File: src/rtl/idesbc_defs.vh
`ifndef IDESBC_DEFS_VH
`define IDESBC_DEFS_VH

// ==========================================================
// Primary disk map, 10-bit I/O addresses
`define IDESBC_CMD_BASE      10'h1f0
`define IDESBC_CTL_BASE      10'h3f0
`define IDESBC_DATA_ADDR     10'h1f0
`define IDESBC_GAME_ADDR     10'h201
// Device's own decode window (base, mask of compared bits)
`define IDESBC_OWN_BASE      10'h000
`define IDESBC_OWN_MASK      10'h000
// Configuration mode codes
`define IDESBC_MODE_SW_BOARD_MODE     2'h0
`define IDESBC_MODE_SW_ADDIN_MODE     2'h1
`define IDESBC_MODE_HWB      2'h2
`define IDESBC_MODE_HWE      2'h3
// Reset values
`define IDESBC_RST_SEL       2'h3
`define IDESBC_RST_ONE       1'h1
// Control select decodes only the 3f0h-3f7h block; regs 3f6h/3f7h live there
`define IDESBC_CTL_PAIR_LO   3'h6

`endif

File: src/rtl/idesbc_sync.v
`timescale 1ns/1ps
`default_nettype none

// ==========================================================
// Two-flop synchroniser, vector wide
module idesbc_sync #(
    parameter WIDTH = 1
) (
    input  wire             clk,
    input  wire             rstn,
    input  wire [WIDTH-1:0] din,
    output reg  [WIDTH-1:0] dout
);
    reg [WIDTH-1:0] meta;

    always @(posedge clk or negedge rstn) begin
        if (!rstn) begin
            meta <= {WIDTH{1'b0}};
            dout <= {WIDTH{1'b0}};
        end else begin
            meta <= din;
            dout <= meta;
        end
    end
endmodule // idesbc_sync

`default_nettype wire

File: src/rtl/idesbc_top.v
`timescale 1ns/1ps
`default_nettype none
`include "idesbc_defs.vh"

// Overview of operation
// - Upper transceiver enable asserts on data register access when drive signals wide I/O.
// - Two active-low disk selects decoded from address bits 9:3, AEN and the IOR/IOW strobes.
// - All these pins are inputs while ISA reset is high, outputs otherwise.
// - Board mode: shared pin low when parallel bus drives, high when it receives.
// - Other modes: shared pin is active-low joystick select at address 201h.
// - Outside board mode the shared pin ignores parallel data direction.
module idesbc_top (
    input  wire       clk,
    input  wire       rstn,
    input  wire [9:0] isa_addr,
    input  wire       isa_aen,
    input  wire       isa_ior_n,
    input  wire       isa_iow_n,
    input  wire       isa_reset_drive,
    input  wire       drive_wide_io_n,
    input  wire [1:0] cfg_mode,
    input  wire       par_data_out,
    output reg  [1:0] disk_chip_sel_n,
    output reg  [1:0] disk_chip_sel_oe_n,
    output reg        low_buffer_enable_n,
    output reg        low_buffer_enable_oe_n,
    output reg        upper_xcvr_enable_n,
    output reg        upper_xcvr_enable_oe_n,
    output reg        shared_pin,
    output reg        shared_pin_oe_n,
    output wire       sw_board_mode
);

    // ==========================================================
    // Synchronise pins
    wire [9:0] addr_s;
    wire [5:0] ctl_s;
    wire       aen_s;
    wire       ior_n_s;
    wire       iow_n_s;
    wire       rst_s;
    wire       wide_n_s;
    wire       pdir_s;
    wire [1:0] cfg_s;

    // Strap pins come from off chip like the rest
    idesbc_sync #(.WIDTH(2)) u_sync_cfg (
        .clk  (clk),
        .rstn (rstn),
        .din  (cfg_mode),
        .dout (cfg_s)
    );

    idesbc_sync #(.WIDTH(10)) u_sync_addr (
        .clk  (clk),
        .rstn (rstn),
        .din  (isa_addr),
        .dout (addr_s)
    );

    idesbc_sync #(.WIDTH(6)) u_sync_ctl (
        .clk  (clk),
        .rstn (rstn),
        .din  ({isa_aen, isa_ior_n, isa_iow_n, isa_reset_drive,
                drive_wide_io_n, par_data_out}),
        .dout (ctl_s)
    );

    assign aen_s    = ctl_s[5];
    assign ior_n_s  = ctl_s[4];
    assign iow_n_s  = ctl_s[3];
    assign rst_s    = ctl_s[2];
    assign wide_n_s = ctl_s[1];
    assign pdir_s   = ctl_s[0];

    // ==========================================================
    // Decode
    function hit8;
        input [9:0] a;
        input [9:0] base;
        begin
            hit8 = (a[9:3] == base[9:3]);
        end
    endfunction

    wire [1:0] mode_s;
    reg  [1:0] mode;
    wire       io_cyc;
    wire       sel_cmd;
    wire       sel_ctl;
    wire       own_hit;
    wire       game_hit;
    wire       data_hit;

    assign io_cyc   = !aen_s && (!ior_n_s || !iow_n_s);
    assign sel_cmd  = io_cyc && hit8(addr_s, `IDESBC_CMD_BASE);
    assign sel_ctl  = io_cyc && hit8(addr_s, `IDESBC_CTL_BASE);
    assign own_hit  = io_cyc && ((addr_s & `IDESBC_OWN_MASK) ==
                                 (`IDESBC_OWN_BASE & `IDESBC_OWN_MASK));
    assign game_hit = io_cyc && (addr_s == `IDESBC_GAME_ADDR);
    assign data_hit = io_cyc && (addr_s == `IDESBC_DATA_ADDR);
    assign mode_s   = mode;
    assign sw_board_mode = (mode_s == `IDESBC_MODE_SW_BOARD_MODE);

    // Mode caught while reset drive is high, held afterwards
    always @(posedge clk or negedge rstn) begin
        if (!rstn) begin
            mode <= `IDESBC_MODE_SW_BOARD_MODE;
        end else if (rst_s) begin
            mode <= cfg_s;
        end
    end

    // ==========================================================
    // Outputs
    always @(posedge clk or negedge rstn) begin
        if (!rstn) begin
            disk_chip_sel_n        <= `IDESBC_RST_SEL;
            disk_chip_sel_oe_n     <= `IDESBC_RST_SEL;
            low_buffer_enable_n    <= `IDESBC_RST_ONE;
            low_buffer_enable_oe_n <= `IDESBC_RST_ONE;
            upper_xcvr_enable_n    <= `IDESBC_RST_ONE;
            upper_xcvr_enable_oe_n <= `IDESBC_RST_ONE;
            shared_pin             <= `IDESBC_RST_ONE;
            shared_pin_oe_n        <= `IDESBC_RST_ONE;
        end else if (rst_s) begin
            disk_chip_sel_n        <= `IDESBC_RST_SEL;
            disk_chip_sel_oe_n     <= `IDESBC_RST_SEL;
            low_buffer_enable_n    <= `IDESBC_RST_ONE;
            low_buffer_enable_oe_n <= `IDESBC_RST_ONE;
            upper_xcvr_enable_n    <= `IDESBC_RST_ONE;
            upper_xcvr_enable_oe_n <= `IDESBC_RST_ONE;
            shared_pin             <= `IDESBC_RST_ONE;
            shared_pin_oe_n        <= `IDESBC_RST_ONE;
        end else begin
            disk_chip_sel_oe_n     <= 2'h0;
            low_buffer_enable_oe_n <= 1'b0;
            upper_xcvr_enable_oe_n <= 1'b0;
            shared_pin_oe_n        <= 1'b0;
            disk_chip_sel_n        <= {~sel_ctl, ~sel_cmd};
            low_buffer_enable_n    <= ~(own_hit || sel_cmd || sel_ctl || game_hit);
            upper_xcvr_enable_n    <= ~(data_hit && !wide_n_s);
            if (sw_board_mode) begin
                shared_pin <= ~pdir_s;
            end else begin
                shared_pin <= ~game_hit;
            end
        end
    end

endmodule // idesbc_top

`default_nettype wire

File: config.mk
export PLATFORM = sky130hd
export DESIGN_NAME = idesbc_top
export DESIGN_NICKNAME = d
export VERILOG_FILES = /design/src/rtl/idesbc_sync.v /design/src/rtl/idesbc_top.v
export VERILOG_INCLUDE_DIRS = /design/src /design/src/rtl
export SDC_FILE = /design/constraint.sdc
export NUM_CORES = 1
export LEC_CHECK = 0
export ABC_CLOCK_PERIOD_IN_PS = 4000
export BUFFER_PORTS_ARGS = -buffer_cell sky130_fd_sc_hd__buf_2
export CELL_PAD_IN_SITES_DETAIL_PLACEMENT = 1
export CELL_PAD_IN_SITES_GLOBAL_PLACEMENT = 1
export CORE_MARGIN = 5
export CORE_UTILIZATION = 45
export DETAILED_ROUTE_END_ITERATION = 10
export HOLD_SLACK_MARGIN = 0.05
export PLACE_DENSITY = 0.89
export SYNTH_ARGS = -nofsm -noshare
export SYNTH_HDL_FRONTEND = slang
export SYNTH_SLANG_ARGS = --single-unit
export TNS_END_PERCENT = 1
File: constraint.sdc
create_clock -name clk -period 4 [get_ports clk]
set_input_delay 0.4 -clock clk [delete_from_list [all_inputs] [get_ports clk]]
set_output_delay 0.4 -clock clk [all_outputs]
set_load 0.01 [all_outputs]
==> results.cfg <==
[logic_synthesis]
synthDistinctLibCells = 17
syn_nets = 85
synth_seq_cells = 44
synth_seq_area_share_pct = 87.1
syn_inst = 65
syn_avg_cell_area_um2 = 19.6
synth_warnings = 0
syn_area_um2 = 1270

[setup_path]
r2r_slack_ns = 2.33
rr_startpoint = u_sync_ctl.dout[2]
required_ns = 4.27
path_cells = a2111o_1 > or4_4 > nand2b_4
crit_arrival_ns = 1.95
critical_path.max_fanout = 6
startpoint_type = flip-flop
crit_type = flip-flop to flip-flop
rr_worst_depth = 3
r2r_end = upper_xcvr_enable_n
critPathCaptureType = flip-flop
cpMaxStageDelayCell = or4_4
crit_path_max_incr_delay_ns = 0.53

[layout]
n_antenna_cell = 0
final_area_um2 = 1500
num-nets-final = 118
syn2layout_area_growth_pct = 18.1
layout-drive-gt1-share_pct = 48.0
final_util_pct = 55.0

[timing]
setup_slack_ns = 2.33
rsz0062_at_grt = false
max_slew.worst_pin.slew_ns = 0.890
slew_viol_final = 0
slew_headroom_pct = 40.7
post-route-period-util_pct = 41.9
max_freq_mhz = 597
fin_skew_ns = 0.00422
setup_tns_ns = 0
hold_viol_final = 0
fin_crit_ns = 1.67
setup_viol = 0
finalHoldWorstSlack_ns = 0.150

[route]
avgViaCountPerCell = 4.91
wl_per_cell_um = 15.8
route.detailed.drc = 0
num_vias = 634
ant_nets = 0
drt-initial-drc-count = 12
dr.pass1.iters = 2
routed_wl_mm = 2.03

[pwr]
powerDensity_nw_per_um2 = 508
vdd_drop_max_mv = 0.392
p_leak_nw = 0.693

[run_status]
status = complete, no violations

[floorplan]
fp.dieH_um = 63.2
core_area_um2 = 2730
num_rows = 19
die_x_um = 63.2
initial_core_util_pct = 46.5
design.die.area_um2 = 3990
ioPinCount = 31

[hold_path]
hold_path_class = input port to flip-flop
min_from = drive_wide_io_n
min_delay_path_depth = 1
holdPathEnd = u_sync_ctl.meta[1]

[clock_network]
cts_buffers = 5
cts_max_level = 2
hold_buffers = 0
cts_tree = done
cts.sinks = 44
cts_setup_buffers = 0
cts-root-buf = clkbuf_4
worstSkewPairLatency_ns = 0.34
post_cts_resized = 0
clk_path_buf_depth = 2
clk_pin_slew_ns = 0.11

[grt]
grtUsageTotal_pct = 12.2
antenna_found_initial = 0
grt-ovfl-total = 0
grt_pass1_vias = 744
grt_pass1_wl_mm = 3.60
grt_max_degree = 45

[placed_design]
port_buffers = 30
post_dp_cell_area_um2 = 1430
dp_slack_ns = 2.34
place_congestion = 0.756

[run]
max_cap_viol_count = 0
[flip-flops by register name, indices dropped and copies added, names as in the netlist, 2 cells and up]
name and cells:
u_sync_ctl.dout 6, u_sync_addr.dout 10, mode 2, u_sync_cfg.dout 2, disk_chip_sel_n 2, u_sync_addr.meta 10, u_sync_ctl.meta 6, u_sync_cfg.meta 2
[area by class of cell]
class	count	area [um^2]
Fill cell	265	1230
Sequential cell	44	1110
Timing Repair Buffer	30	150
Multi-Input combinational cell	17	134
Clock buffer	6	41.3
Tap cell	31	38.8
Clock inverter	1	30.0
[metrics by stage]
step	cells	power [mW]
6_report	129	0.763
5_1_grt	129	0.802
4_1_cts	129	0.771
3_5_place_dp	122	0.519
3_3_place_gp	122	0.514
2_1_floorplan	65	0.495
[cell usage after synthesis, drive strengths merged]
| library cell | number | area (um^2) |
|---|---|---|
| nor3 | 1 | 5.00 |
| a211o | 1 | 10.0 |
| nand2b | 1 | 13.8 |
| nand2 | 2 | 7.51 |
| a2111o | 1 | 11.3 |
| nor4bb | 1 | 10.0 |
| mux2 | 2 | 22.5 |
| nand3 | 1 | 5.00 |
| a21oi | 1 | 5.00 |
| nor4 | 2 | 12.5 |
| or4 | 2 | 18.8 |
| nor4b | 1 | 8.76 |
| buf | 4 | 30.0 |
| dfrtp | 38 | 951 |
| nor2 | 1 | 3.75 |
| dfstp | 6 | 158 |
[how the worst max path moves through the flow]
stage,startpoint,endpoint,slack (ns),cells past startpoint
after detailed placement,u_sync_ctl.dout[2],upper_xcvr_enable_n,2.34,3
after global placement,u_sync_ctl.dout[2],upper_xcvr_enable_n,2.40,3
after global routing,u_sync_ctl.dout[2],upper_xcvr_enable_n,2.29,3
after CTS,u_sync_ctl.dout[2],upper_xcvr_enable_n,2.32,3
after floorplan,u_sync_ctl.dout[2],upper_xcvr_enable_n,2.43,3
final,u_sync_ctl.dout[2],upper_xcvr_enable_n,2.33,3
[per-layer routing]
metal	global-route usage, %	vias to the layer above	part of all wire, %
li1	-	281	-
met1	12.5	321	37
met2	21.0	27	53
met3	4.44	5	8.2
met4	7.01	0	1.8
met5	0	-	0
[cells in the final DEF, fill, tap and decap left out]
| cell | Yosys | layout |
|---|---|---|
| clkbuf_1 | 0 | 1 |
| nor4b_1 | 1 | 1 |
| a21oi_1 | 1 | 1 |
| a211o_2 | 1 | 1 |
| nand2_1 | 2 | 2 |
| buf_2 | 0 | 30 |
| dfrtp_1 | 38 | 38 |
| mux2_2 | 2 | 2 |
| or4_4 | 1 | 1 |
| nand3_1 | 1 | 1 |
| nand2b_4 | 1 | 1 |
| dfstp_2 | 6 | 6 |
| nor4bb_1 | 1 | 1 |
| nor4_1 | 2 | 2 |
| nor2_1 | 1 | 1 |
| a2111o_1 | 1 | 1 |
| nor3_1 | 1 | 1 |
| bufinv_16 | 0 | 1 |
| clkbuf_4 | 0 | 5 |
| or4_1 | 1 | 1 |
[cells by family after synthesis]
kind of cell           after synthesis  share of synthesized area [%]
flip-flops                          44                           87.1
AND/OR/NAND/NOR                     12                           6.69
buffers and inverters                4                           2.36
AO/OA/AOI/OAI                        3                           2.06
multiplexers                         2                           1.77
[power breakdown]
group          internal [mW]  leakage (nW)  switching (mW)  total (mW)
Sequential             0.468         0.506          0.0110       0.479
Clock                  0.129        0.0383           0.125       0.254
Combinational         0.0136         0.149          0.0168      0.0303
Total                  0.610         0.693           0.153       0.763
[worst max-delay path: cells and delay by family (launching register included)]
kind / cells / cell delay (ns)
and+or+nand+nor: 2 / 0.68
AOI/OAI and AO/OA: 1 / 0.46
DFF: 1 / 0.47
Power figures use the tool's default switching activity.
